## src/logic/interlock_pkg.sv

```systemverilog
// Package: constants and states for the checker interlock controller
package interlock_pkg;

  // ---------------------------------------------------------------------
  // Timing
  // ---------------------------------------------------------------------
  localparam int unsigned CLK_PERIOD_NS   = 8;
  // Setup time between checker reset low and reconfigure pin low
  localparam int unsigned RST_LEAD_NS     = 80;
  localparam int unsigned RST_LEAD_CYC    =
    (RST_LEAD_NS + CLK_PERIOD_NS - 1) / CLK_PERIOD_NS;
  localparam int unsigned CNT_W           = 8;

  // ---------------------------------------------------------------------
  // Reset values of outputs
  // ---------------------------------------------------------------------
  localparam logic RST_EN_VAL    = 1'b0;
  localparam logic RST_START_VAL = 1'b0;
  localparam logic RST_RSTN_VAL  = 1'b0;

  // ---------------------------------------------------------------------
  // Controller states
  // ---------------------------------------------------------------------
  typedef enum logic [3:0] {
    ST_HOLD      = 4'b0000,  // After reset: checker held off
    ST_AUTH      = 4'b0001,  // Waiting for auth flag read
    ST_ENABLE    = 4'b0010,  // Enable high, start low
    ST_RUN       = 4'b0011,  // Checking
    ST_STOP      = 4'b0100,  // Start dropped, waiting busy low
    ST_DISABLE   = 4'b0101,  // Enable dropped
    ST_BG_OP     = 4'b0110,  // Config/program/flash granted
    ST_RST_LEAD  = 4'b0111,  // Checker reset low, lead time
    ST_RECONFIG  = 4'b1000   // Reconfigure/reload/reboot granted
  } state_e;

endpackage : interlock_pkg

```

## src/logic/lead_timer.sv

```systemverilog
// Lead-time counter used before a reconfigure is released
`timescale 1ns/1ns
`default_nettype none
module lead_timer (
  input  wire logic                          clk,
  input  wire logic                          srst,
  input  wire logic                          run,
  output logic                               done
);
  // Lead length cut to the counter width on purpose
  localparam logic [interlock_pkg::CNT_W-1:0] LEAD_CYC =
    interlock_pkg::RST_LEAD_CYC[interlock_pkg::CNT_W-1:0];
  logic [interlock_pkg::CNT_W-1:0] cnt_q;
  logic [interlock_pkg::CNT_W-1:0] cnt_d;

  always_comb begin
    if (!run) begin
      cnt_d = '0;
    end else if (!done) begin
      cnt_d = cnt_q + 8'h01;
    end else begin
      cnt_d = cnt_q;
    end
  end

  always_ff @(posedge clk) begin
    if (srst) begin
      cnt_q <= '0;
    end else begin
      cnt_q <= cnt_d;
    end
  end

  assign done = (cnt_q >= LEAD_CYC);
endmodule : lead_timer
`default_nettype wire

```

## src/logic/checker_interlock.sv

```systemverilog
// Controller that sequences the soft-error checker around reconfiguration
//
// How it works
// - Checker reset goes low before or with the reconfigure pin going low.
// - Checker reset goes low before a reload command is issued.
// - Checker reset goes low before a software reboot is released.
// - External reconfigure grant is given only after checker reset is low.
// - Start is dropped first before any config or programming command.
// - After start drops, nothing further happens until busy reads low.
// - Enable drops after busy is low, and only then is the command granted.
// - Checking restarts only once the command transaction reports done.
// - With authentication, enable stays low until the auth flag is read.
// - Checking is stopped before any flash access is granted.
`timescale 1ns/1ns
`default_nettype none
module checker_interlock (
  input  wire logic MCLK_IN,
  input  wire logic SRST_IN,
  // User side
  input  wire logic AUTH_USED_IN,
  input  wire logic AUTH_READ_IN,
  input  wire logic CHECK_REQ_IN,
  input  wire logic BG_REQ_IN,
  input  wire logic BG_DONE_IN,
  input  wire logic RECONFIG_REQ_IN,
  output logic      BG_GRANT_OUT,
  output logic      RECONFIG_GRANT_OUT,
  output logic      CHECKING_OUT,
  // Checker side
  input  wire logic CHK_BUSY_IN,
  output logic      CHK_EN_OUT,
  output logic      CHK_START_OUT,
  output logic      CHK_RST_N_OUT,
  // Reconfigure pin, open drain: low enable means pulling low
  output logic      RECONFIG_PIN_N_OUT,
  output logic      RECONFIG_PIN_N_OE_N_OUT
);

  // -----------------------------------------------------------------------
  // State and output registers
  // -----------------------------------------------------------------------
  interlock_pkg::state_e state_q;
  interlock_pkg::state_e state_d;
  logic en_q;
  logic en_d;
  logic start_q;
  logic start_d;
  logic rstn_q;
  logic rstn_d;
  logic bg_q;
  logic bg_d;
  logic rcf_q;
  logic rcf_d;
  logic lead_done;
  logic lead_run;

  // -----------------------------------------------------------------------
  // Helpers
  // -----------------------------------------------------------------------
  // State match, shared by the lead timer and the status output
  function automatic logic in_state(
    input interlock_pkg::state_e cur,
    input interlock_pkg::state_e want
  );
    return (cur == want);
  endfunction : in_state

  // -----------------------------------------------------------------------
  // Reset lead timer
  // -----------------------------------------------------------------------
  // Timer clears outside the lead state, so every request gets a full lead
  assign lead_run = in_state(state_q, interlock_pkg::ST_RST_LEAD);

  lead_timer u_lead (
    .clk  (MCLK_IN),
    .srst (SRST_IN),
    .run  (lead_run),
    .done (lead_done)
  );

  // -----------------------------------------------------------------------
  // Sequencer
  // -----------------------------------------------------------------------
  always_comb begin
    state_d = state_q;
    en_d    = en_q;
    start_d = start_q;
    rstn_d  = rstn_q;
    bg_d    = 1'b0;
    rcf_d   = 1'b0;
    case (state_q)
      interlock_pkg::ST_HOLD: begin
        // Release checker reset; enable and start stay low
        rstn_d = 1'b1;
        if (AUTH_USED_IN) begin
          state_d = interlock_pkg::ST_AUTH;
        end else begin
          state_d = interlock_pkg::ST_DISABLE;
        end
      end
      interlock_pkg::ST_AUTH: begin
        // Running the checker would wipe the flag before it is seen
        if (AUTH_READ_IN) begin
          state_d = interlock_pkg::ST_DISABLE;
        end
      end
      interlock_pkg::ST_DISABLE: begin
        en_d    = 1'b0;
        start_d = 1'b0;
        // Reconfigure first: a pending reload must not wait behind a check
        if (RECONFIG_REQ_IN) begin
          rstn_d  = 1'b0;
          state_d = interlock_pkg::ST_RST_LEAD;
        end else if (BG_REQ_IN) begin
          bg_d    = 1'b1;
          state_d = interlock_pkg::ST_BG_OP;
        end else if (CHECK_REQ_IN) begin
          en_d    = 1'b1;
          state_d = interlock_pkg::ST_ENABLE;
        end
      end
      interlock_pkg::ST_ENABLE: begin
        // Start one cycle after enable so the checker sees enable settled
        start_d = 1'b1;
        state_d = interlock_pkg::ST_RUN;
      end
      interlock_pkg::ST_RUN: begin
        if (BG_REQ_IN || RECONFIG_REQ_IN || !CHECK_REQ_IN) begin
          start_d = 1'b0;
          state_d = interlock_pkg::ST_STOP;
        end
      end
      interlock_pkg::ST_STOP: begin
        // No timeout: the checker always lets busy go once start is low
        if (!CHK_BUSY_IN) begin
          en_d    = 1'b0;
          state_d = interlock_pkg::ST_DISABLE;
        end
      end
      interlock_pkg::ST_BG_OP: begin
        // Grant stands until the user says the transaction is over
        bg_d = 1'b1;
        if (BG_DONE_IN) begin
          bg_d    = 1'b0;
          state_d = interlock_pkg::ST_DISABLE;
        end
      end
      interlock_pkg::ST_RST_LEAD: begin
        if (lead_done) begin
          rcf_d   = 1'b1;
          state_d = interlock_pkg::ST_RECONFIG;
        end
      end
      interlock_pkg::ST_RECONFIG: begin
        // Held until the request falls; a real reconfigure resets us anyway
        rcf_d = 1'b1;
        if (!RECONFIG_REQ_IN) begin
          rcf_d   = 1'b0;
          state_d = interlock_pkg::ST_HOLD;
        end
      end
      default: begin
        // Unknown code: fall back to the safe hold state, checker in reset
        state_d = interlock_pkg::ST_HOLD;
        en_d    = 1'b0;
        start_d = 1'b0;
        rstn_d  = 1'b0;
      end
    endcase
  end

  // -----------------------------------------------------------------------
  // Registers
  // -----------------------------------------------------------------------
  always_ff @(posedge MCLK_IN) begin
    if (SRST_IN) begin
      state_q <= interlock_pkg::ST_HOLD;
      en_q    <= interlock_pkg::RST_EN_VAL;
      start_q <= interlock_pkg::RST_START_VAL;
      rstn_q  <= interlock_pkg::RST_RSTN_VAL;
      bg_q    <= 1'b0;
      rcf_q   <= 1'b0;
    end else begin
      state_q <= state_d;
      en_q    <= en_d;
      start_q <= start_d;
      rstn_q  <= rstn_d;
      bg_q    <= bg_d;
      rcf_q   <= rcf_d;
    end
  end

  // -----------------------------------------------------------------------
  // Outputs
  // -----------------------------------------------------------------------
  assign CHK_EN_OUT              = en_q;
  assign CHK_START_OUT           = start_q;
  assign CHK_RST_N_OUT           = rstn_q;
  assign BG_GRANT_OUT            = bg_q;
  assign RECONFIG_GRANT_OUT      = rcf_q;
  assign CHECKING_OUT            = in_state(state_q, interlock_pkg::ST_RUN);

  // -----------------------------------------------------------------------
  // Reconfigure pin
  // -----------------------------------------------------------------------
  // Pin pulled low only when reset already low for the lead time
  assign RECONFIG_PIN_N_OUT      = 1'b0;
  assign RECONFIG_PIN_N_OE_N_OUT = ~(rcf_q & ~rstn_q);

endmodule : checker_interlock
`default_nettype wire

```

## config.mk

```make
export PLATFORM = sky130hd
export DESIGN_NAME = checker_interlock
export DESIGN_NICKNAME = d
export VERILOG_FILES = /design/src/logic/interlock_pkg.sv /design/src/logic/lead_timer.sv /design/src/logic/checker_interlock.sv
export SDC_FILE = /design/constraint.sdc
export NUM_CORES = 1
export LEC_CHECK = 0
export BUFFER_PORTS_ARGS = -buffer_cell sky130_fd_sc_hd__buf_2
export CAP_MARGIN = 0
export CORE_MARGIN = 2
export CORE_UTILIZATION = 50
export DETAILED_ROUTE_END_ITERATION = 8
export PLACE_DENSITY = 0.8
export SLEW_MARGIN = 40
export SYNTH_ARGS = -nofsm -noshare
export SYNTH_HDL_FRONTEND = slang
export SYNTH_HIERARCHICAL = 1
export SYNTH_SLANG_ARGS = --single-unit
```

## constraint.sdc

```tcl
create_clock -name MCLK_IN -period 3.1 [get_ports MCLK_IN]
set_input_delay 0.465 -clock MCLK_IN [delete_from_list [all_inputs] [get_ports MCLK_IN]]
set_output_delay 0.465 -clock MCLK_IN [all_outputs]
set_load 0.01 [all_outputs]
```

==> After elaboration in Yosys (flattened, before gate mapping) <==
Index checks and enable logic that the tools add are counted.
{ "word_totals": {"register_bits": 17, "output_inout_bits": 8, "wordCells": 71} }
{ "classes": {"add_sub_neg": 1, "order_cmp": 1, "eq_ne": 16, "mux": 27, "bitwise_logic": 7, "reduce_logical": 12} }
{ "op_table": {"columns": ["op", "n"], "rows": [
  ["$mux W4", 9],
  ["$pmux W4 S9", 1],
  ["$eq A4 B3 Y1 const B", 4],
  ["$reduce_or A7 Y1", 2],
  ["$ne A2 B2 Y1 const B", 6],
  ["$mux W1", 11],
  ["$pmux W1 S3", 3],
  ["$add A8 B1 Y8 const B", 1],
  ["$eq A4 B2 Y1 const B", 2],
  ["$ge A8 B4 Y1 const B", 1],
  ["$reduce_and A7 Y1", 1],
  ["$not A1 Y1", 6],
  ["$reduce_and A2 Y1", 3],
  ["$reduce_or A6 Y1", 1],
  ["$eq A4 B1 Y1 const B", 1],
  ["$eq A4 B4 Y1 const B", 1],
  ["$logic_not A4 Y1", 1],
  ["$ne A4 B4 Y1 const B", 1],
  ["$pmux W1 S2", 2],
  ["$mux W3", 1],
  ["$logic_or A1 B1 Y1", 2],
  ["$ne A2 B1 Y1 const B", 1],
  ["$reduce_or A2 Y1", 1],
  ["$and A1 B1 Y1", 1],
  ["$logic_not A1 Y1", 1]
]} }

==> Logic depth before layout (Yosys ltp) <==
{ "depth": {"depth_word": 4, "mapped_depth": 8, "ltp_nobuf": 8} }

==> Hierarchy <==
The synthesis kept the hierarchy.
{ "modules_own_cells": {"columns": ["module", "n_inst", "cells_per_inst", "area_per_inst_um2", "seq_area_each_um2"], "rows": [
  ["checker_interlock", 1, 82, 644.4, 180.2],
  ["lead_timer", 1, 34, 346.6, 160.2]
]} }

==> Worst setup path before layout <==
OpenSTA, ideal clock, no wires.
{ "synth_path": {"path_type": "reg-to-reg", "startpoint": "reg u_lead/cnt_q[1] (netlist name)", "endpoint": "reg state_q[1]", "arrival_time_ns": 1.506, "setup_slack_ns": 1.520, "path_stages_with_launch": 8, "n_path_buf": 0, "period_less_slack_ns": 1.580, "path_cell_list": "dfxtp_1 ha_1 o31ai_1 nand2_1 nand2_1 nor4b_4 or4b_1 a31oi_1"} }
{ "synth_via": {"elab_chain_len": 3} }
{ "synth_rtl": {"columns": ["element", "line_no", "source"], "rows": [
  ["start: declaration", "lead_timer.sv:13", "logic [interlock_pkg::CNT_W-1:0] cnt_q;"],
  ["start signal: assignment", "lead_timer.sv:30", "cnt_q <= cnt_d;"],
  ["$ge A8 B4 Y1", "lead_timer.sv:34", "assign done = (cnt_q >= LEAD_CYC);"],
  ["net lead_done", "checker_interlock.sv:54", "logic lead_done;"],
  ["$ne A2 B2 Y1 (no line)", null, null],
  ["$reduce_and A7 Y1 (no line)", null, null],
  ["end signal: assignment", "checker_interlock.sv:177", "state_q <= interlock_pkg::ST_HOLD;"],
  ["end signal: assignment", "checker_interlock.sv:184", "state_q <= state_d;"],
  ["end: declaration", "checker_interlock.sv:42", "interlock_pkg::state_e state_q;"]
]} }
The timed path passes the listed nets, and every way through them passes these cells.
A chain may end at the register's enable or synchronous reset.

==> Worst setup path after layout <==
{ "layout_path": {"startpoint": "reg state_q[1]", "endpoint": "out CHECKING_OUT"} }
{ "layout_via": {"elab_chain_len": 1} }
{ "layout_rtl": {"columns": ["element", "line_no", "source"], "rows": [
  ["$eq A4 B2 Y1", "checker_interlock.sv:65", "return (cur == want);"],
  ["end: declaration", "checker_interlock.sv:28", "output logic CHECKING_OUT,"]
]} }
No other way between the ends.

==> impl_metrics.csv <==
group,metric,value,unit
synthesis,synth_simple_gate_area_share,36.7,%
finish,fin_area,1100,um2
floorplanning,die_h,48.5,um
clock_tree,numCtsBuffers,3,
clock_tree,cts_tree,"yes",
timing,finalHoldViolCount,0,
global_route,grt_start_max_net_pins,18,
finish,final_core_util,57.0,%
worst_setup_path,critical_path_class,"reg2out",
synthesis,synth-compound-area-share,16.3,%
synthesis,ys_ff_latch,17,
worst_setup_path,critical_path_peak_fanout,13,
timing,slew_violations,0,
routing,wl_met3,43,um
pwr,leakagePower,0.000447,uW
synthesis,synth.top_cells.by_count,"dfxtp_1, a21oi_1, nor2_1, nand2_1, nand2b_1",
floorplanning,initial_utilization,51.6,%
worst_setup_path,crit_slowest_cell,"dfxtp_1",
timing,post-route-period-util,63.8,%
floorplanning,die-area,2350,um2
global_route,grt_antenna_before_repair,0,
synthesis,netlist.top_cell.by_area,"dfxtp_1",
finish,finalNonFillerCells,156,
synthesis,most_common_cell_in_the_netlist,"dfxtp_1",
routing,detail_route.wirelength,1.83,mm
worst_setup_path,worst-endpoint-required,2.63,ns
worst_setup_path,crit_arrival,1.51,ns
worst_setup_path,path_buf_inv,1,
synthesis,synthesis.area_per_instance,8.54,um2
timing,worst_slew_pin_slew,0.546,ns
synthesis,netlist.area_leader.share,34.3,%
timing,final_period_minus_worst_setup_slack,1.98,ns
worst_setup_path,cp_top_family,"flip-flops",
floorplanning,ioPinCount,17,
worst_setup_path,worstReg2RegStart,"state_q[2]",
synthesis,synthCells,116,
clock_tree,cts-resized-gates,0,
synthesis,syn-num-nets,127,
synthesis,yosys_warnings,6,
placed_design,place_hpwl,1.35,mm
clock_tree,later_pin_clock_latency_in_the_skew_report,0.29,ns
worst_setup_path,cp-start-kind,"flop",
finish,drive_above_1_share,20.9,%
clock_tree,cts_hold_repair_buffers,0,
global_route,grt.total_usage,16.9,%
placed_design,place.port_buffers,15,
worst_hold_path,hold_crit_path_type,"in2reg",
floorplanning,fp.dieW,48.5,um
placed_design,detailed_place.area,1070,um2
synthesis,post_synth_mux_area_share,3.03,%
routing,drt.antenna.violating_nets,0,
clock_tree,clkTransAtPathRegs,0.10,ns
routing,met1_length,922,um
routing,drt_pre_antenna_iters,4,
placed_design,gp_congestion,0.798,
timing,rsz0062_at_grt,"no",
synthesis,share_of_the_yosys_chip_area_belonging_to_registers,34.3,%
synthesis,dominant_combinational_cell_family_by_area_after_synthesis,"simple AND/OR/NAND/NOR gates",
timing,fmax,506,MHz
clock_tree,cts_sinks,17,
synthesis,yosys.cell_types.count,48,
worst_setup_path,crit_path_start,"state_q[1]",
synthesis,synth-async-reset-ratio,0,%
routing,detail_route.drc_violations,0,
worst_hold_path,hp-start,"SRST_IN",
clock_tree,clockBufferDepth,2,
timing,totalNegativeSetupSlack,0,ns
synthesis,synth_adder_area_share,3.66,%
floorplanning,core,1920,um2
synthesis,yosys-top-cells-area,"dfxtp_1, a21oi_1, nand2b_1",
outcome,outcome,"finished, final reports clean",
worst_setup_path,worstSetupEndpointType,"primary output",
synthesis,synth_flop_cell,"dfxtp_1",
finish,n_antenna_cell,0,
global_route,grt_pass1_vias,748,
pwr,power.density_cell_area,588,nW/um2
timing,hold_slack,0.485,ns
synthesis,syn_area,991,um2
job,max_cap_viol_count,0,
routing,count_of_routing_violations_after_the_opening_detailed_route_iteration,14,
clock_tree,post-cts-setup-buffer-count,0,
pwr,ir_worst_vdd,351,uV
timing,fin_skew,0.00443,ns
synthesis,post_synth_xor_area_fraction,0.884,%
finish,flow.area_growth_from_synthesis,10.6,%
worst_setup_path,max_stage_delay,0.56,ns
routing,num_vias,847,
synthesis,synth-edff-count,0,
routing,vias_per_cell,5.43,
finish,nets,141,
clock_tree,htree_levels,1,
timing,report.final.setup_viol,0,
global_route,grt_overflow_total,0,
global_route,grt_pass1_wl,3.15,mm
routing,dr.max_layer_used,"met4",
routing,detail_route.wl_per_cell,11.8,um
placed_design,dp.cells,152,
routing,amount_of_wire_on_met2_after_detailed_routing,853,um
floorplanning,floorplan.rows,16,
worst_setup_path,timing.critical_path.cells,"or2b_2 > nor2_1 > buf_2",
timing,timing.slew.headroom,63.6,%
clock_tree,cts-root-buf,"clkbuf_4",
-- report_power, final --
group | leakage [uW] | switching, uW | internal, uW | total (uW)
clock | 0.0000177 | 67.5 | 47.9 | 115
combinational | 0.000291 | 111 | 110 | 221
sequential | 0.000138 | 65.1 | 243 | 308
-- worst paths after layout --
kind                             end  slack, ns  cells past startpoint
setup / recovery        CHECKING_OUT       1.12                      3
hold / removal    RECONFIG_GRANT_OUT       0.49                      2
setup reg to reg          state_q[1]       1.33                      4
hold reg to reg           CHK_EN_OUT       0.49                      2
-- sequential cells by signal (all words and copies together) (netlist names) --
| signal | cells |
|---|---|
| RECONFIG_GRANT_OUT | 1 |
| u_lead/cnt_q | 8 |
| CHK_EN_OUT | 1 |
| CHK_RST_N_OUT | 1 |
| state_q | 4 |
| BG_GRANT_OUT | 1 |
| CHK_START_OUT | 1 |
-- metal layers --
layer,vias to the layer above,GRT usage [%]
met2,11,26.2
met4,0,8.57
met5,-,0
met1,388,22.8
met3,2,2.78
li1,446,-
-- cells by family after synthesis --
family | after synthesis
AND/OR/NAND/NOR | 54
AO/OA/AOI/OAI | 27
flip-flops | 17
buffers and inverters | 10
adder cells (fa/ha/maj) | 3
multiplexers | 3
other | 1
XOR/XNOR | 1
-- cell type report --
type,count,area [um2]
Clock buffer,3,22.5
Clock inverter,1,5.00
Fill cell,184,826
Inverter,4,15.0
Multi-Input combinational cell,89,604
Sequential cell,17,340
Tap cell,27,33.8
Timing Repair Buffer,15,75.1
-- worst reg2reg max path, delay by kind of cell (launching register included) --
kind | cells | cell delay, ns
AO/OA/AOI/OAI | 1 | 0.17
flip-flops | 1 | 0.68
AND/OR/NAND/NOR | 3 | 0.86
-- layout by cell type (no fill, tap or decap), types with 2 or more instances in the layout --
cell type,instances
clkbuf_4,3
o21ai_0,5
or4b_1,2
a31oi_1,3
mux2i_1,3
and2_1,3
nor2b_1,3
nor4_1,2
nand2_1,7
nand2b_1,6
inv_1,2
dfxtp_1,17
nand3b_1,5
ha_1,2
nand3_1,2
a21oi_1,9
o21ai_1,3
nor2_1,8
buf_2,15
nor3_1,2
-- metrics by stage --
step,worst slack (ns),total power [uW]
after global placement,1.38,527
after floorplan,1.52,487
after global routing,1.08,693
final,1.12,645
after CTS,1.12,651
after detailed placement,1.38,533
Note: power is estimated with default switching activity, not from simulation.
